<file path="src/verilog/cit_pkg.sv">
package cit_pkg;
  // register byte offsets
  localparam logic [7:0] CIT_OFS_MODE = 8'h00;
  localparam logic [7:0] CIT_OFS_COUNT = 8'h04;
  localparam logic [7:0] CIT_OFS_FALL_CAP = 8'h08;
  localparam logic [7:0] CIT_OFS_RISE_CAP = 8'h0C;
  localparam logic [7:0] CIT_OFS_PORT_FN = 8'h10;
  localparam logic [7:0] CIT_OFS_REQ_FLAG = 8'h14;
  localparam logic [7:0] CIT_OFS_IRQ_EN = 8'h18;
  localparam logic [7:0] CIT_OFS_CLK_HALT = 8'h1C;
  // timer_mode_register fields
  localparam int unsigned CIT_MODE_OVERFLOW_HIGH_FLAG_BIT = 7;
  localparam int unsigned CIT_MODE_OVERFLOW_LOW_FLAG_BIT = 6;
  localparam int unsigned CIT_MODE_OVERFLOW_IRQ_ENABLE_BIT = 5;
  localparam int unsigned CIT_MODE_INTERRUPT_EDGE_SELECT_BIT = 4;
  localparam int unsigned CIT_MODE_CCLR_LSB = 2;
  localparam int unsigned CIT_MODE_CKS_LSB = 0;
  // port_function_register fields
  localparam int unsigned CIT_PFN_CAPFN_BIT = 0;
  localparam int unsigned CIT_PFN_FILTEN_BIT = 1;
  // single-bit registers sit in bit 0
  localparam int unsigned CIT_FLAG_BIT = 0;
  localparam logic [7:0] CIT_MODE_RESET = 8'h00;
  localparam logic [7:0] CIT_COUNT_MAX = 8'hFF;
  localparam logic [7:0] CIT_COUNT_ZERO = 8'h00;
  // count source select codes
  localparam logic [1:0] CIT_CKS_DIV64 = 2'h0;
  localparam logic [1:0] CIT_CKS_DIV32 = 2'h1;
  localparam logic [1:0] CIT_CKS_DIV2 = 2'h2;
  localparam logic [1:0] CIT_CKS_WDIV4 = 2'h3;
  // counter clear codes
  localparam logic [1:0] CIT_CCLR_NONE = 2'h0;
  localparam logic [1:0] CIT_CCLR_FALL = 2'h1;
  localparam logic [1:0] CIT_CCLR_RISE = 2'h2;
  localparam logic [1:0] CIT_CCLR_BOTH = 2'h3;
  // prescaler taps: bit n of a free counter toggles at clk/2^(n+1)
  localparam int unsigned CIT_DIV_W = 6;
  localparam int unsigned CIT_TAP_DIV64 = 5;
  localparam int unsigned CIT_TAP_DIV32 = 4;
  localparam int unsigned CIT_TAP_DIV2 = 0;
  localparam int unsigned CIT_TAP_WDIV4 = 1;
  localparam int unsigned CIT_FILT_STAGES = 5;
  localparam logic [1:0] CIT_HTRANS_IDLE = 2'h0;
  typedef enum logic [2:0] {
    CIT_PM_ACTIVE, CIT_PM_SLEEP, CIT_PM_WATCH, CIT_PM_SUBACTIVE, CIT_PM_SUBSLEEP,
    CIT_PM_STANDBY
  } cit_power_mode_t;
  typedef enum logic [1:0] {CIT_SUB_W8, CIT_SUB_W4, CIT_SUB_W2} cit_subclk_t;
endpackage

</file>
<file path="src/verilog/cit_prescaler.sv">
`timescale 1ns/100ps
module cit_prescaler (
  input wire logic mclk_in,
  input wire logic nrst_in,
  input wire logic watch_clk_in,
  input wire logic [1:0] cks_in,
  output logic fall_tick_out,
  output logic rise_tick_out
);
  import cit_pkg::*;

  typedef struct packed {
    logic [CIT_DIV_W-1:0] div;
    logic w_s1;
    logic w_s2;
    logic w_prev;
    logic [1:0] wdiv;
    logic sel_prev;
  } cit_psc_state_t;

  cit_psc_state_t st_ff;
  cit_psc_state_t nxt_st;
  logic sel_lvl;

  always_comb begin
    nxt_st = st_ff;
    nxt_st.div = st_ff.div + CIT_DIV_W'(1);
    // watch clock is asynchronous: two flops, up to one system period of jitter
    nxt_st.w_s1 = watch_clk_in;
    nxt_st.w_s2 = st_ff.w_s1;
    nxt_st.w_prev = st_ff.w_s2;
    if (st_ff.w_s2 && !st_ff.w_prev) begin
      nxt_st.wdiv = st_ff.wdiv + 2'h1;
    end
    case (cks_in)
      CIT_CKS_DIV64: sel_lvl = st_ff.div[CIT_TAP_DIV64];
      CIT_CKS_DIV32: sel_lvl = st_ff.div[CIT_TAP_DIV32];
      CIT_CKS_DIV2: sel_lvl = st_ff.div[CIT_TAP_DIV2];
      CIT_CKS_WDIV4: sel_lvl = st_ff.wdiv[CIT_TAP_WDIV4];
      default: sel_lvl = 1'b0;
    endcase
    nxt_st.sel_prev = sel_lvl;
    // edges of the muxed level: a high-to-low source switch counts once
    fall_tick_out = st_ff.sel_prev && !sel_lvl;
    rise_tick_out = !st_ff.sel_prev && sel_lvl;
  end

  always_ff @(posedge mclk_in) begin
    if (!nrst_in) begin
      st_ff <= '0;
    end else begin
      st_ff <= nxt_st;
    end
  end
endmodule

</file>
<file path="src/verilog/cit_noise_filter.sv">
`timescale 1ns/100ps
module cit_noise_filter #(
  parameter int unsigned STAGES = cit_pkg::CIT_FILT_STAGES
) (
  input wire logic mclk_in,
  input wire logic nrst_in,
  input wire logic din_in,
  input wire logic sample_in,
  output logic dout_out
);
  import cit_pkg::*;

  typedef struct packed {
    logic [STAGES-1:0] sh;
    logic seen_high;
    logic init;
    logic out;
  } cit_filt_state_t;

  cit_filt_state_t st_ff;
  cit_filt_state_t nxt_st;
  logic all_hi;
  logic all_lo;

  always_comb begin
    nxt_st = st_ff;
    all_hi = &st_ff.sh;
    all_lo = ~|st_ff.sh;
    if (sample_in) begin
      nxt_st.sh = {st_ff.sh[STAGES-2:0], din_in};
      if (din_in) begin
        nxt_st.seen_high = 1'b1;
      end
      // first valid output only after a falling edge then all-low samples
      if (!st_ff.init && st_ff.seen_high && all_lo) begin
        nxt_st.init = 1'b1;
      end
      if (st_ff.init && all_hi) begin
        nxt_st.out = 1'b1;
      end else if (st_ff.init && all_lo) begin
        nxt_st.out = 1'b0;
      end
    end
    dout_out = st_ff.out;
  end

  always_ff @(posedge mclk_in) begin
    if (!nrst_in) begin
      st_ff <= '0;
    end else begin
      st_ff <= nxt_st;
    end
  end

  chk_filt_holds_mixed: assert property (@(posedge mclk_in) disable iff (!nrst_in)
    (sample_in && !all_hi && !all_lo) |=> $stable(dout_out))
    else $error("filter output moved without agreement");
  chk_filt_init_low: assert property (@(posedge mclk_in) disable iff (!nrst_in)
    !st_ff.init |-> !dout_out)
    else $error("filter output high before init");
endmodule

</file>
<file path="src/verilog/cit_timer.sv">
// Decided for this implementation: register access over AHB-Lite and the register offsets.
`timescale 1ns/100ps
// Behaviour
// - filter shifts input through five latches; output changes only when all agree
// - sampling clock is system clock unfiltered, selected count clock when filtering
// - after reset filter output valid only after five low samples after a fall
// - filtered edges reach capture logic five sampling clocks late
// - function bit set gives capture timer, cleared gives interval timer
// - reset clears mode, counter, both captures; counting starts on clock/64
// - counter steps on clock/64, clock/32, clock/2 or watch clock/4
// - counter is eight-bit up-counter wrapping to zero in both functions
// - rising edge copies count to rising capture, falling to falling capture
// - edge chosen by edge select sets request flag; enable raises interrupt
// - capture mode clears counter on rising, falling or both edges
// - wrap while input high sets high overflow, while low sets low overflow
// - interval mode sets low overflow on every wrap from all-ones
// - overflow with overflow enable sets request flag; enable raises interrupt
// - toggling function or filter enable can produce a spurious edge
// - watch clock source synchronised to system clock, one-period error
// - watch mode runs only on watch clock/4; else no counting or capture
// - sub modes run only on watch clock/4 with subclock watch clock/2
// - source select codes 00 /64, 01 /32, 10 /2, 11 watch/4
// - clear codes 00 none, 01 falling, 10 rising, 11 both
// - overflow flags set by hardware, cleared by writing 0 after reading 1
module cit_timer (
  input wire logic mclk_in,
  input wire logic nrst_in,
  input wire logic hsel_in,
  input wire logic [31:0] haddr_in,
  input wire logic [1:0] htrans_in,
  input wire logic hwrite_in,
  input wire logic [2:0] hsize_in,
  input wire logic [31:0] hwdata_in,
  input wire logic hready_in,
  output logic [31:0] hrdata_out,
  output logic hreadyout_out,
  output logic hresp_out,
  input wire logic capture_pin_in,
  input wire logic watch_clk_in,
  input wire cit_pkg::cit_power_mode_t power_mode_in,
  input wire cit_pkg::cit_subclk_t subclk_sel_in,
  output logic timer_irq_out
);
  import cit_pkg::*;

  typedef struct packed {
    logic pin_s1;
    logic pin_s2;
    logic sig_prev;
    logic [7:0] cnt;
    logic [7:0] cap_rise;
    logic [7:0] cap_fall;
    logic overflow_high_flag;
    logic overflow_low_flag;
    logic overflow_irq_enable;
    logic interrupt_edge_select;
    logic [1:0] cclr;
    logic [1:0] cks;
    logic cap_fn;
    logic filt_en;
    logic req;
    logic ien;
    logic clk_stop;
    logic arm_overflow_high_flag;
    logic arm_overflow_low_flag;
    logic arm_req;
    logic dp_act;
    logic dp_wr;
    logic [7:0] dp_addr;
    logic [31:0] rdata;
  } cit_state_t;

  cit_state_t st_ff;
  cit_state_t nxt_st;
  logic fall_tick;
  logic rise_tick;
  logic filt_out;
  logic filt_sample;
  logic pin_gated;
  logic sig;
  logic rise_evt;
  logic fall_evt;
  logic run_ok;
  logic cnt_en;
  logic edge_ok;
  logic clr_evt;
  logic wrap;
  logic set_overflow_high_flag;
  logic set_overflow_low_flag;
  logic req_set;
  logic addr_take;
  logic [7:0] a_ofs;
  logic [7:0] mode_val;
  logic [31:0] rd_val;

  cit_prescaler u_psc (
    .mclk_in(mclk_in),
    .nrst_in(nrst_in),
    .watch_clk_in(watch_clk_in),
    .cks_in(st_ff.cks),
    .fall_tick_out(fall_tick),
    .rise_tick_out(rise_tick)
  );

  cit_noise_filter #(.STAGES(CIT_FILT_STAGES)) u_filt (
    .mclk_in(mclk_in),
    .nrst_in(nrst_in),
    .din_in(pin_gated),
    .sample_in(filt_sample),
    .dout_out(filt_out)
  );

  always_comb begin
    nxt_st = st_ff;
    nxt_st.pin_s1 = capture_pin_in;
    nxt_st.pin_s2 = st_ff.pin_s1;
    // low-power gating; standby and module stop halt counting, capture, filter sampling and edge/overflow requests
    case (power_mode_in)
      CIT_PM_ACTIVE, CIT_PM_SLEEP: run_ok = 1'b1;
      CIT_PM_WATCH: run_ok = (st_ff.cks == CIT_CKS_WDIV4);
      CIT_PM_SUBACTIVE, CIT_PM_SUBSLEEP:
        run_ok = (st_ff.cks == CIT_CKS_WDIV4) && (subclk_sel_in == CIT_SUB_W2);
      default: run_ok = 1'b0;
    endcase
    run_ok = run_ok && !st_ff.clk_stop;
    // pin reads low when not assigned; switching the bit can make an edge
    pin_gated = st_ff.cap_fn && st_ff.pin_s2;
    // filter runs on every clock when off; switching the enable can still make an edge on sig
    filt_sample = st_ff.filt_en ? (rise_tick && run_ok) : run_ok;
    sig = st_ff.filt_en ? filt_out : pin_gated;
    nxt_st.sig_prev = sig;
    rise_evt = sig && !st_ff.sig_prev;
    fall_evt = !sig && st_ff.sig_prev;
    cnt_en = fall_tick && run_ok;
    edge_ok = st_ff.cap_fn && run_ok;
    clr_evt = edge_ok && ((st_ff.cclr[0] && fall_evt) || (st_ff.cclr[1] && rise_evt));
    wrap = cnt_en && (st_ff.cnt == CIT_COUNT_MAX);
    set_overflow_high_flag = wrap && st_ff.cap_fn && sig;
    set_overflow_low_flag = wrap && (!st_ff.cap_fn || !sig);
    req_set = (edge_ok && (st_ff.interrupt_edge_select ? fall_evt : rise_evt)) ||
      (st_ff.overflow_irq_enable && (set_overflow_high_flag || set_overflow_low_flag));
    // clear beats increment in the same cycle
    if (clr_evt) begin
      nxt_st.cnt = CIT_COUNT_ZERO;
    end else if (cnt_en) begin
      nxt_st.cnt = st_ff.cnt + 8'h01;
    end
    if (edge_ok && rise_evt) begin
      nxt_st.cap_rise = st_ff.cnt;
    end
    if (edge_ok && fall_evt) begin
      nxt_st.cap_fall = st_ff.cnt;
    end

    mode_val = {st_ff.overflow_high_flag, st_ff.overflow_low_flag, st_ff.overflow_irq_enable, st_ff.interrupt_edge_select, st_ff.cclr, st_ff.cks};
    addr_take = hsel_in && hready_in && htrans_in[1];
    a_ofs = haddr_in[7:0];
    case (a_ofs)
      CIT_OFS_MODE: rd_val = {24'h000000, mode_val};
      CIT_OFS_COUNT: rd_val = {24'h000000, st_ff.cnt};
      CIT_OFS_FALL_CAP: rd_val = {24'h000000, st_ff.cap_fall};
      CIT_OFS_RISE_CAP: rd_val = {24'h000000, st_ff.cap_rise};
      CIT_OFS_PORT_FN: rd_val = {30'h00000000, st_ff.filt_en, st_ff.cap_fn};
      CIT_OFS_REQ_FLAG: rd_val = {31'h00000000, st_ff.req};
      CIT_OFS_IRQ_EN: rd_val = {31'h00000000, st_ff.ien};
      CIT_OFS_CLK_HALT: rd_val = {31'h00000000, st_ff.clk_stop};
      default: rd_val = 32'h00000000;
    endcase
    nxt_st.dp_act = addr_take;
    nxt_st.dp_wr = hwrite_in;
    nxt_st.dp_addr = a_ofs;
    if (addr_take && !hwrite_in) begin
      nxt_st.rdata = rd_val;
      // a read that returns 1 arms the write-0 clear
      if (a_ofs == CIT_OFS_MODE) begin
        nxt_st.arm_overflow_high_flag = st_ff.overflow_high_flag;
        nxt_st.arm_overflow_low_flag = st_ff.overflow_low_flag;
      end
      if (a_ofs == CIT_OFS_REQ_FLAG) begin
        nxt_st.arm_req = st_ff.req;
      end
    end

    if (st_ff.dp_act && st_ff.dp_wr) begin
      case (st_ff.dp_addr)
        CIT_OFS_MODE: begin
          nxt_st.overflow_irq_enable = hwdata_in[CIT_MODE_OVERFLOW_IRQ_ENABLE_BIT];
          nxt_st.interrupt_edge_select = hwdata_in[CIT_MODE_INTERRUPT_EDGE_SELECT_BIT];
          nxt_st.cclr = hwdata_in[CIT_MODE_CCLR_LSB +: 2];
          nxt_st.cks = hwdata_in[CIT_MODE_CKS_LSB +: 2];
          // writing 1 never sets a flag
          if (st_ff.arm_overflow_high_flag && !hwdata_in[CIT_MODE_OVERFLOW_HIGH_FLAG_BIT]) begin
            nxt_st.overflow_high_flag = 1'b0;
          end
          if (st_ff.arm_overflow_low_flag && !hwdata_in[CIT_MODE_OVERFLOW_LOW_FLAG_BIT]) begin
            nxt_st.overflow_low_flag = 1'b0;
          end
          nxt_st.arm_overflow_high_flag = 1'b0;
          nxt_st.arm_overflow_low_flag = 1'b0;
        end
        CIT_OFS_PORT_FN: begin
          nxt_st.cap_fn = hwdata_in[CIT_PFN_CAPFN_BIT];
          nxt_st.filt_en = hwdata_in[CIT_PFN_FILTEN_BIT];
        end
        CIT_OFS_REQ_FLAG: begin
          if (st_ff.arm_req && !hwdata_in[CIT_FLAG_BIT]) begin
            nxt_st.req = 1'b0;
          end
          nxt_st.arm_req = 1'b0;
        end
        CIT_OFS_IRQ_EN: nxt_st.ien = hwdata_in[CIT_FLAG_BIT];
        CIT_OFS_CLK_HALT: nxt_st.clk_stop = hwdata_in[CIT_FLAG_BIT];
        default: nxt_st.ien = st_ff.ien;
      endcase
    end
    // hardware set wins over a same-cycle clear
    if (set_overflow_high_flag) begin
      nxt_st.overflow_high_flag = 1'b1;
    end
    if (set_overflow_low_flag) begin
      nxt_st.overflow_low_flag = 1'b1;
    end
    if (req_set) begin
      nxt_st.req = 1'b1;
    end
  end

  // reset zeroes mode (source /64), counter and captures
  always_ff @(posedge mclk_in) begin
    if (!nrst_in) begin
      st_ff <= '0;
    end else begin
      st_ff <= nxt_st;
    end
  end

  // zero-wait slave; a read right after a write sees the old value
  assign hrdata_out = st_ff.rdata;
  assign hreadyout_out = 1'b1;
  assign hresp_out = 1'b0;
  assign timer_irq_out = st_ff.req && st_ff.ien;

  chk_reset_clears_all: assert property (@(posedge mclk_in)
    !nrst_in |=> (st_ff.cnt == CIT_COUNT_ZERO) && (mode_val == CIT_MODE_RESET) &&
      (st_ff.cap_rise == CIT_COUNT_ZERO) && (st_ff.cap_fall == CIT_COUNT_ZERO))
    else $error("reset did not clear timer state");
  chk_count_wraps: assert property (@(posedge mclk_in) disable iff (!nrst_in)
    (wrap && !clr_evt) |=> (st_ff.cnt == CIT_COUNT_ZERO))
    else $error("counter did not wrap to zero");
  chk_count_steps: assert property (@(posedge mclk_in) disable iff (!nrst_in)
    (cnt_en && !clr_evt) |=> (st_ff.cnt == 8'($past(st_ff.cnt) + 8'h01)))
    else $error("counter did not step by one");
  chk_rise_capture: assert property (@(posedge mclk_in) disable iff (!nrst_in)
    (edge_ok && rise_evt) |=> (st_ff.cap_rise == $past(st_ff.cnt)))
    else $error("rising capture missed count");
  chk_fall_capture: assert property (@(posedge mclk_in) disable iff (!nrst_in)
    (edge_ok && fall_evt) |=> (st_ff.cap_fall == $past(st_ff.cnt)))
    else $error("falling capture missed count");
  chk_clear_edges: assert property (@(posedge mclk_in) disable iff (!nrst_in)
    (edge_ok && (st_ff.cclr == CIT_CCLR_BOTH) && (rise_evt || fall_evt))
      |=> (st_ff.cnt == CIT_COUNT_ZERO))
    else $error("counter not cleared on edge");
  chk_ovf_high: assert property (@(posedge mclk_in) disable iff (!nrst_in)
    (wrap && st_ff.cap_fn && sig) |=> st_ff.overflow_high_flag)
    else $error("high overflow flag not set");
  chk_ovf_interval: assert property (@(posedge mclk_in) disable iff (!nrst_in)
    (wrap && !st_ff.cap_fn) |=> (st_ff.overflow_low_flag && !$rose(st_ff.overflow_high_flag)))
    else $error("interval overflow flag wrong");
  chk_req_on_edge: assert property (@(posedge mclk_in) disable iff (!nrst_in)
    (edge_ok && (st_ff.interrupt_edge_select ? fall_evt : rise_evt) && st_ff.ien) |=> timer_irq_out)
    else $error("edge did not raise request");
  chk_req_on_ovf: assert property (@(posedge mclk_in) disable iff (!nrst_in)
    ($rose(st_ff.overflow_low_flag) && $past(st_ff.overflow_irq_enable)) |-> st_ff.req)
    else $error("overflow did not raise request");
  chk_watch_gating: assert property (@(posedge mclk_in) disable iff (!nrst_in)
    ((power_mode_in == CIT_PM_WATCH) && (st_ff.cks != CIT_CKS_WDIV4))
      |=> $stable(st_ff.cnt) && $stable(st_ff.cap_rise))
    else $error("counter ran in watch mode");
  chk_flag_no_sw_set: assert property (@(posedge mclk_in) disable iff (!nrst_in)
    (!st_ff.overflow_high_flag && !set_overflow_high_flag) |=> !st_ff.overflow_high_flag)
    else $error("overflow flag set without wrap");

  chk_fall_clear: assert property (@(posedge mclk_in) disable iff (!nrst_in)
    (edge_ok && (st_ff.cclr == CIT_CCLR_FALL) && fall_evt)
      |=> (st_ff.cnt == CIT_COUNT_ZERO))
    else $error("counter not cleared on falling edge");

  chk_rise_clear: assert property (@(posedge mclk_in) disable iff (!nrst_in)
    (edge_ok && (st_ff.cclr == CIT_CCLR_RISE) && rise_evt)
      |=> (st_ff.cnt == CIT_COUNT_ZERO))
    else $error("counter not cleared on rising edge");

  chk_clear_off: assert property (@(posedge mclk_in) disable iff (!nrst_in)
    ((st_ff.cclr == CIT_CCLR_NONE) && !cnt_en)
      |=> $stable(st_ff.cnt))
    else $error("counter moved with clearing off");

  chk_count_holds: assert property (@(posedge mclk_in) disable iff (!nrst_in)
    (!cnt_en && !clr_evt)
      |=> $stable(st_ff.cnt))
    else $error("counter moved without a tick");

  chk_sub_gating: assert property (@(posedge mclk_in) disable iff (!nrst_in)
    (((power_mode_in == CIT_PM_SUBACTIVE) || (power_mode_in == CIT_PM_SUBSLEEP)) &&
      (subclk_sel_in != CIT_SUB_W2)) |=> $stable(st_ff.cnt) && $stable(st_ff.cap_fall))
    else $error("counter ran in sub mode");

  chk_interval_nocap: assert property (@(posedge mclk_in) disable iff (!nrst_in)
    !st_ff.cap_fn
      |=> $stable(st_ff.cap_rise) && $stable(st_ff.cap_fall))
    else $error("capture taken in interval mode");

  chk_ovf_low: assert property (@(posedge mclk_in) disable iff (!nrst_in)
    (wrap && st_ff.cap_fn && !sig)
      |=> st_ff.overflow_low_flag)
    else $error("low overflow flag not set");

  chk_req_fall_edge: assert property (@(posedge mclk_in) disable iff (!nrst_in)
    (edge_ok && st_ff.interrupt_edge_select && fall_evt)
      |=> st_ff.req)
    else $error("falling edge did not set request");

  chk_rise_single: assert property (@(posedge mclk_in) disable iff (!nrst_in)
    rise_evt
      |=> !rise_evt)
    else $error("rising pulse longer than a cycle");

  chk_fall_single: assert property (@(posedge mclk_in) disable iff (!nrst_in)
    fall_evt
      |=> !fall_evt)
    else $error("falling pulse longer than a cycle");

  chk_reset_source: assert property (@(posedge mclk_in)
    !nrst_in
      |=> (st_ff.cks == CIT_CKS_DIV64))
    else $error("reset did not select clock/64");

  chk_overflow_low_flag_no_sw: assert property (@(posedge mclk_in) disable iff (!nrst_in)
    (!st_ff.overflow_low_flag && !set_overflow_low_flag)
      |=> !st_ff.overflow_low_flag)
    else $error("low overflow flag set without wrap");
endmodule

</file>
<file path="config.mk">
export PLATFORM = sky130hd
export DESIGN_NAME = cit_timer
export DESIGN_NICKNAME = d
export VERILOG_FILES = /design/src/verilog/cit_pkg.sv /design/src/verilog/cit_prescaler.sv /design/src/verilog/cit_noise_filter.sv /design/src/verilog/cit_timer.sv
export SDC_FILE = /design/constraint.sdc
export NUM_CORES = 1
export LEC_CHECK = 0
export ABC_AREA = 1
export BUFFER_PORTS_ARGS = -buffer_cell sky130_fd_sc_hd__buf_2
export CAP_MARGIN = 20
export CORE_ASPECT_RATIO = 1.75
export CORE_MARGIN = 2
export CORE_UTILIZATION = 52
export DETAILED_ROUTE_END_ITERATION = 10
export PLACE_DENSITY = 0.8
export SYNTH_ARGS = -nofsm -noshare
export SYNTH_HDL_FRONTEND = slang
export SYNTH_HIERARCHICAL = 1
export SYNTH_SLANG_ARGS = --single-unit
</file>
<file path="constraint.sdc">
create_clock -name mclk_in -period 2 [get_ports mclk_in]
set_input_delay 0.2 -clock mclk_in [delete_from_list [all_inputs] [get_ports mclk_in]]
set_output_delay 0.2 -clock mclk_in [all_outputs]
set_load 0.02 [all_outputs]
</file>
# == After elaboration in Yosys (flattened, before gate mapping) ==
# Cells that the tools add are included.
# totals
register_bits,105
in_bits,81
output_inout_bits,35
# classes
addsub,3
bitwise,1
n_reduce_logical,80
n_mux,25
n_eq_ne,20
# ops
operator,n
== test 8 x 5 -> 1 bit (second input constant),8
case mux 8 bit (8 select lines),1
logical AND 1 bit,34
nonzero test 2 bit,10
== test 8 x 4 -> 1 bit (second input constant),2
zero test 8 bit,2
2-to-1 mux 1 bit,16
2-to-1 mux 16 bit,1
AND reduction 2 bit,7
zero test 1 bit,13
AND reduction 3 bit,3
adder 8 x 1 -> 8 bit (second input constant),1
== test 8 x 3 -> 1 bit (second input constant),1
== test 8 bit (second input constant),1
2-to-1 mux 8 bit,1
adder 6 x 1 -> 6 bit (second input constant),1
== test 2 bit (second input constant),3
== test 3 x 2 -> 1 bit (second input constant),2
2-to-1 mux 2 bit,3
OR reduction 2 bit,3
AND reduction 5 bit,1
OR reduction 5 bit,1
logical OR 1 bit,4
case mux 1 bit (4 select lines),1
other kinds (9),9

# == Logic depth before layout (Yosys ltp) ==
# Gate-level depths: netlist of run 1.
# depth
word_depth,13
ltp_mapped,12

# == Hierarchy ==
# Netlist of run 1, hierarchy kept.
# by_module_without_submodules
module,instances,seq_area_each_um2,area_per_inst_um2,cells_each
cit_timer,1,1221.2,3154.3,461
cit_prescaler,1,240.2,491.7,65
cit_noise_filter,1,160.2,304.0,41

# == Worst setup path before layout of run 1 ==
# No wires, ideal clock.
# synth_timing
path_type,reg-to-reg
start,reg st_ff (netlist bit mode_val[0])
end,reg u_filt/st_ff[4] (netlist name)
arrival_ns,1.412
synth_period_minus_slack_ns,1.532
setup_ns,0.120
setup_slack_ns,0.468
n_path_buf,0
stages_incl_launch_ff,8
cell_sequence,dfxtp_1 -> nand2_1 -> a21oi_4 -> nand3_2 -> nor2_1 -> inv_1 -> o21ai_0 -> a21oi_1
# synth_via
elab_chain_cells,6
# synth_rtl
element,line_no,rtl
start: declaration,cit_timer.sv:73,cit_state_t st_ff;
start signal: assignment,cit_timer.sv:233,st_ff <= nxt_st;
== test 2 bit,"cit_prescaler.sv:35, cit_timer.sv:120, cit_timer.sv:122",
logical AND 1 bit,cit_timer.sv:122,run_ok = (st_ff.cks == CIT_CKS_WDIV4) && (subclk_sel_in == CIT_SUB_W2);
case mux 1 bit (3 select lines),cit_timer.sv:118,case (power_mode_in)
logical AND 1 bit,cit_timer.sv:125,run_ok = run_ok && !st_ff.clk_stop;
logical AND 1 bit,cit_timer.sv:129,filt_sample = st_ff.filt_en ? (rise_tick && run_ok) : run_ok;
2-to-1 mux 1 bit (*),cit_timer.sv:129,
named net filt_sample,cit_timer.sv:78,logic filt_sample;
end signal: assignment,cit_noise_filter.sv:51,st_ff <= nxt_st;
end: declaration,cit_noise_filter.sv:20,cit_filt_state_t st_ff;
# Mark *: on every way through the listed nets, which the timed path passes. The rest lies on a longest branch.
# A chain may end at the register's enable or synchronous reset.

# == Worst setup path after layout of run 1 ==
# layout_timing
start,reg st_ff (netlist bit mode_val[0])
end,reg st_ff[80] (netlist name)
# layout_lines
element,line_no,rtl
"== test 2 bit, or another cell as far along",cit_prescaler.sv:35,case (cks_in)
case mux 1 bit (4 select lines) (*),cit_prescaler.sv:35,
zero test 1 bit (*),cit_prescaler.sv:44,fall_tick_out = st_ff.sel_prev && !sel_lvl;
logical AND 1 bit (*),cit_prescaler.sv:44,
named net fall_tick,cit_timer.sv:75,logic fall_tick;
logical AND 1 bit (*),cit_timer.sv:134,cnt_en = fall_tick && run_ok;
# Marks and branches as above.

==> results.md, run 1 <==
* Vias per cell at 5.06
* Tcrit/Tclk final at 86.5%
* CP startpoint: mode_val[0]$_SDFFE_PN0P_
* CP required at 2.22 ns
* DIE AREA at 8340 um^2
* Setup crit end: st_ff[80]$_SDFFE_PP0P_
* Internal reg-to-reg setup slack at 0.27 ns
* Post-Synth Adder-Cell Area at 0.634%
* Clock slew at reported path FFs at roughly 0.060 ns
* Final worst slack at 0.269 ns
* Pwr dens at 791 nW/um^2
* Hold_buf cts at 0
* Syn Area/Cell at 6.97 um^2
* Core Area at 7460 um^2
* I/O pins at approximately 120
* FF-to-FF path depth at 7
* Post-CTS sizing at 0
* TritonCTS clock tree: yes
* Synth cell types at 37
* Grt total ovfl at 0
* VDD IR-drop max at 0.719 mV
* Vias at 3502
* Final Max Slew Viols at 0
* Overall routing resource usage at 20.5%
* Post-synth EDFFs at 0
* Initial core utilization at 52.9%
* YS warnings at 6
* Nets at 684
* Sum of negative setup slack at 0 ns
* Share of cells above drive strength 1 at 13.9%
* Outcome: complete, no violations
* Largest net degree at the start of global routing at 36
* Clk buf depth at 2
* Design Area, Final at 4360 um^2
* Top-area cell type share of the netlist area at 41.1%
* Setup violators final at 0
* Setup WS pre-CTS at 0.309 ns
* R2R Path Start: mode_val[0]$_SDFFE_PN0P_
* Area delta synth->final at 10.3%
* Largest family of logic cells by synthesized area: simple AND/OR/NAND/NOR gates
* Clock latency on the worst-skew pair at 0.34 ns
* Crit path buffers/inverters at 1
* Post-Syn Area at 3950 um^2
* Die height at 119 um
* Clk_skew at 0.00645 ns
* TritonCTS Buffers at 9
* Hold crit path type: input port to flop
* H-tree levels at 3
* Reg2Reg Capture Point: st_ff[80]$_SDFFE_PP0P_
* GP Congestion at 0.786
* DRT Wirelength at about 8.5 mm
* Area contributors post-synth: dfxtp_1, nand2_1, buf_4
* Initial antenna violation count at 0
* Xor and xnor fraction of the mapped netlist area at less than 1%
* DR WL met3 at 389 um
* Async set or reset register ratio after synthesis at 0%
* Crit. End Element: flop
* First drt pass iteration count at 5
* ANT cells at 0
* Startpoint types: flop
* Final Hold Fails at 0
* Post-synthesis mux area share at 0%
* Cells after Synth at 567
* Setup Buffers After CTS at 0
* Register area share after synthesis at 41.1%
* DP HPWL at 6.24 mm
* Post-synthesis simple-gate area fraction at 30.9%
* Critical Path AT at 1.95 ns
* Root buf cell: clkbuf_16
* Fillers at 731
* Starting DRT DRC Count at about 180
* Minimum clock period at 1.73 ns
* Metal-1 WL at 3.26 mm
* Ys flop type: dfxtp_1
* Crit Path Max Fanout at 8
* Slowest CP cell: dfxtp_1
* Critical path, cell by cell: inv_1 > nand2_1 > nand3_1 > a21boi_0 > nand4_1 > o21ai_0 > a21oi_2
* RSZ-0062 raised after global routing: false
* Max incr delay on CP at about 0.44 ns
* First-pass GRT wire length at 13.7 mm
* Max-Cap Viols at 0
* Die Wd at 69.9 um
* Placed inst area at 4070 um^2
* Cell taking the most area after synthesis: dfxtp_1
* LEAKAGE at 1.97 nW
* Clock Sinks at 81
* Antenna-violating nets left at 0
* Vias in the first global route at 3264
* Num rows at 42
* Levels on crit path at 7
* Fmax at ~580 MHz
* Port bufs at 37
* Top delay family on crit path: compound AO/OA/AOI/OAI gates
* Synth Area in Compound Gates at about an eighth
* Uppermost routed layer: met4
* Routed len/inst at between 10 and 15 um
* DRC Markers at 0
* Met2 routed WL at 4.62 mm
* Crit Path Category: flop to flop
* #FFs+latches synth at 81
-- cell type report --
| class | instances | area [um^2] | share of cell area [%] |
|---|---|---|---|
| clock buffers | 10 | 239 | 5.49 |
| flip-flops and latches | 81 | 1620 | 37.2 |
| well taps | 88 | 110 | 2.53 |
| repair buffers | 41 | 215 | 4.94 |
| clock inverters | 4 | 45.0 | 1.03 |
| inverters | 73 | 277 | 6.35 |
| multi-input cells | 395 | 1850 | 42.4 |
-- metal layers --
layer | vias up | track usage [%]
li1 | 1807 | -
met1 | 1582 | 20.1
met2 | 98 | 38.9
met3 | 15 | 5.16
met4 | 0 | 10.2
met5 | - | 0
-- where the power goes --
group          switching (mW)  internal (mW)  total, mW
Clock                   0.611          0.979       1.59
Combinational           0.148         0.0564      0.205
Sequential             0.0139           1.64       1.65
-- metrics by stage --
| stage | hold WS (ns) | power, mW | std cells | util, % |
|---|---|---|---|---|
| floorplan | 0.293 | 1.86 | 591 | - |
| global placement | 0.381 | 1.88 | 678 | 54.6 |
| detailed placement | 0.387 | 1.89 | 678 | 54.6 |
| CTS | 0.0356 | 3.47 | 692 | 58.4 |
| global route | 0.0531 | 3.55 | 692 | 58.4 |
| finish | 0.0437 | 3.45 | 692 | 58.4 |
-- kinds of logic after synthesis --
kind of cell	count (synthesis)
xor+xnor	3
fa+ha+maj	2
simple gates	278
other cells	2
buf+inv	115
flops	81
compound gates	86
-- state kept, by name, indices dropped and copies added, names as in the netlist --
register	flops
nxt_st	1
u_psc/nxt_st	2
hrdata_out	8
u_filt/dout_out	1
u_psc/st_ff	10
st_ff	44
mode_val	8
u_filt/st_ff	7
-- how the worst min path moves through the flow --
| stage | slack (ns) | cells past startpoint | endpoint | start |
|---|---|---|---|---|
| after floorplan | 0.29 | 2 | st_ff[32]$_SDFF_PN0_ | haddr_in[0] |
| after global routing | 0.05 | 3 | u_psc/nxt_st[4]$_SDFF_PN0_ | watch_clk_in |
| final | 0.04 | 3 | u_psc/nxt_st[4]$_SDFF_PN0_ | watch_clk_in |
| after detailed placement | 0.39 | 3 | u_psc/nxt_st[4]$_SDFF_PN0_ | watch_clk_in |
| after CTS | 0.04 | 3 | u_psc/nxt_st[4]$_SDFF_PN0_ | watch_clk_in |
| after global placement | 0.38 | 3 | u_psc/nxt_st[4]$_SDFF_PN0_ | watch_clk_in |
-- synth_stat cells, types with 3 or more instances --
| library cell | instances |
|---|---|
| nand2_2 | 5 |
| inv_1 | 66 |
| inv_2 | 5 |
| nand3_1 | 42 |
| nand4_1 | 8 |
| o21ai_1 | 6 |
| xor2_1 | 3 |
| a21oi_2 | 3 |
| a21oi_1 | 46 |
| buf_4 | 34 |
| nand2_1 | 145 |
| clkbuf_1 | 6 |
| nor2_2 | 3 |
| nor2_4 | 5 |
| dfxtp_1 | 81 |
| nor2_1 | 60 |
| o21ai_0 | 22 |
-- cell usage in the layout, fill, tap and decap left out, types with 3 or more instances in the layout --
master,n
xor2_1,3
buf_2,37
a21oi_2,3
nor2_1,60
nand2_2,5
clkbuf_16,9
nor2_4,5
clkinv_2,3
inv_1,66
nor2_2,3
nand4_1,8
o21ai_0,22
dfxtp_1,81
buf_4,4
nand3_1,42
o21ai_1,6
conb_1,26
inv_2,5
nand2_1,145
a21oi_1,46
-- worst register-to-register path, delay by kind of cell, from the launching register on --
family,cells,cell delay (ns)
AND/OR/NAND/NOR,3,0.47
flip-flops,1,0.44
buffers and inverters,1,0.08
AO/OA/AOI/OAI,3,0.62
No activity file was read; power rests on OpenSTA's default activity.
==> run 2: changes to the inputs <==
--- a/config.mk
+++ b/config.mk
@@ -8,8 +8,7 @@
 export ABC_AREA = 1
 export BUFFER_PORTS_ARGS = -buffer_cell sky130_fd_sc_hd__buf_2
 export CAP_MARGIN = 20
-export CORE_ASPECT_RATIO = 1.75
-export CORE_MARGIN = 2
+export CORE_MARGIN = 8
 export CORE_UTILIZATION = 52
 export DETAILED_ROUTE_END_ITERATION = 10
 export PLACE_DENSITY = 0.8
==> run 2 against run 1 <==
Worst hold slack got worse by 0.016 ns. Critical path depth did not move. Clock skew up 0.0043 ns. First-iteration DRC count increased by 5.0%. Largest cell class unchanged.
==> results.md, run 2 (synthesis results as in run 1) <==
* Vias in the first global route at 3368
* Root buf cell: clkbuf_8
* DRC Markers at 0
* Vias per cell at 4.96
* Antenna-violating nets left at 0
* Pwr dens at 714 nW/um^2
* Fillers at 694
* First drt pass iteration count at 5
* Outcome: complete, no violations
* Setup violators final at 0
* Hold crit path type: input port to flop
* VDD IR-drop max at 0.374 mV
* CP startpoint: mode_val[0]$_SDFFE_PN0P_
* RSZ-0062 raised after global routing: false
* Sum of negative setup slack at 0 ns
* Nets at 685
* Clk buf depth at 2
* Crit. End Element: flop
* Crit Path Category: flop to flop
* Commonest non-fill, non-tap cells in the layout: nand2_1, dfxtp_1, inv_1, nor2_1, a21oi_1
* Initial core utilization at between 50% and 60%
* TritonCTS Buffers at 9
* Largest net degree at the start of global routing at 36
* Minimum clock period at 1.79 ns
* Area delta synth->final at 8.81%
* LEAKAGE at 1.94 nW
* Max reg flops at 44
* DRT Wirelength at 8.71 mm
* Fmax at about 560 MHz
* Num rows at 31
* Die height at 103 um
* Clock Sinks at ~80
* R2R Path Start: mode_val[0]$_SDFFE_PN0P_
* Crit Path Max Fanout at 8
* Final Max Slew Viols at 0
* Setup WS pre-CTS at 0.240 ns
* Max-Cap Viols at 0
* DP HPWL at between 6 and 7 mm
* Commonest non-fill, non-tap cell in the layout: nand2_1
* Biggest regs: st_ff x44, u_psc/st_ff x10
* Critical Path AT at 2.08 ns
* Setup Buffers After CTS at 0
* Routed len/inst at 12.3 um
* FF/Latch Area at 1620 um^2
* DIE AREA at 10600 um^2
* Post-CTS sizing at 0
* Overall routing resource usage at 17.5%
* Placed inst area at 4090 um^2
* Port bufs at 37
* Clk_skew at 0.0107 ns
* Design Area, Final at between 4000 and 5000 um^2
* Hold_buf cts at 0
* ANT cells at 0
* Final Hold Fails at 0
* Core Area at 7290 um^2
* Internal reg-to-reg setup slack at slightly above 0.2 ns
* Final worst slack at between 0.2 and 0.25 ns
* GP Congestion at approximately 0.86
* Share of cells above drive strength 1 at between 10% and 20%
* Vias at 3501
* Largest reg by FF count: st_ff
* CP required at approximately 2.3 ns
* Starting DRT DRC Count at 188
* Die Wd at ~100 um
* H-tree levels at 3
* Multi-input logic area at 1850 um^2
* Setup crit end: st_ff[74]$_SDFFE_PP0P_
* FF-to-FF path depth at 7
* Reg2Reg Capture Point: st_ff[74]$_SDFFE_PP0P_
* I/O pins at 116
* TritonCTS clock tree: yes
* Startpoint types: flop
* Tcrit/Tclk final at 89.7%
* First-pass GRT wire length at 14.7 mm
* Clock slew at reported path FFs at 0.08 ns
* Grt total ovfl at 0
* Clock latency on the worst-skew pair at 0.35 ns
* Initial antenna violation count at 0
run 2: cell count changes in the layout (fill, tap and decap cells not counted):
cell	delta
clkbuf_8	+10
clkbuf_16	-9
buf_4	+1
clkinv_4	+1
run 2: stage by stage:
stage / instances / util (%) / hold WS [ns] / total power, mW
final: 706 / 58.9 / 0.0280 / 3.07
after global routing: 706 / 58.9 / 0.0380 / 3.19
after CTS: 706 / 58.9 / 0.0145 / 3.09
after detailed placement: 690 / 56.1 / 0.387 / 1.89
after global placement: 690 / 56.1 / 0.380 / 1.88
after floorplan: 591 / - / 0.293 / 1.86
run 2: layer usage:
metal,up-vias,global-route usage [%],wire (um)
met5,-,0,0
met4,0,8.90,170
met3,17,3.17,645
met2,108,29.1,3960
met1,1576,21.1,3930
li1,1800,-,-
run 2: worst min-delay path by stage:
stage / start / endpoint / slack (ns) / depth (start not counted)
3_3_place_gp: watch_clk_in / u_psc/nxt_st[4]$_SDFF_PN0_ / 0.38 / 3
2_1_floorplan: haddr_in[0] / st_ff[32]$_SDFF_PN0_ / 0.29 / 2
6_report: watch_clk_in / u_psc/nxt_st[4]$_SDFF_PN0_ / 0.03 / 3
4_1_cts: watch_clk_in / u_psc/nxt_st[4]$_SDFF_PN0_ / 0.01 / 3
3_5_place_dp: watch_clk_in / u_psc/nxt_st[4]$_SDFF_PN0_ / 0.39 / 3
5_1_grt: watch_clk_in / u_psc/nxt_st[4]$_SDFF_PN0_ / 0.04 / 3
run 2: cell type report:
class                           count  area share (%)
Multi-Input combinational cell    395            43.0
Sequential cell                    81            37.7
Inverter                           73            6.43
Timing Repair Buffer               42            5.18
Clock buffer                       11            3.52
Tap cell                           99            2.88
Clock inverter                      5            1.25
run 2: worst max-delay path: stages, from the launching register on:
cell and delay [ns]:
dfxtp_1 0.45, inv_1 0.08, nand2_1 0.07, nand3b_1 0.09, a21boi_0 0.25, nand4_1 0.35
or2_0 0.33, a21oi_2 0.11
run 2: power by group:
part / leakage, nW / total, mW / switching, mW / internal [mW]
clock: 0.109 / 1.21 / 0.571 / 0.640
sequential: 0.657 / 1.65 / 0.0127 / 1.64
combinational: 1.18 / 0.207 / 0.149 / 0.0573
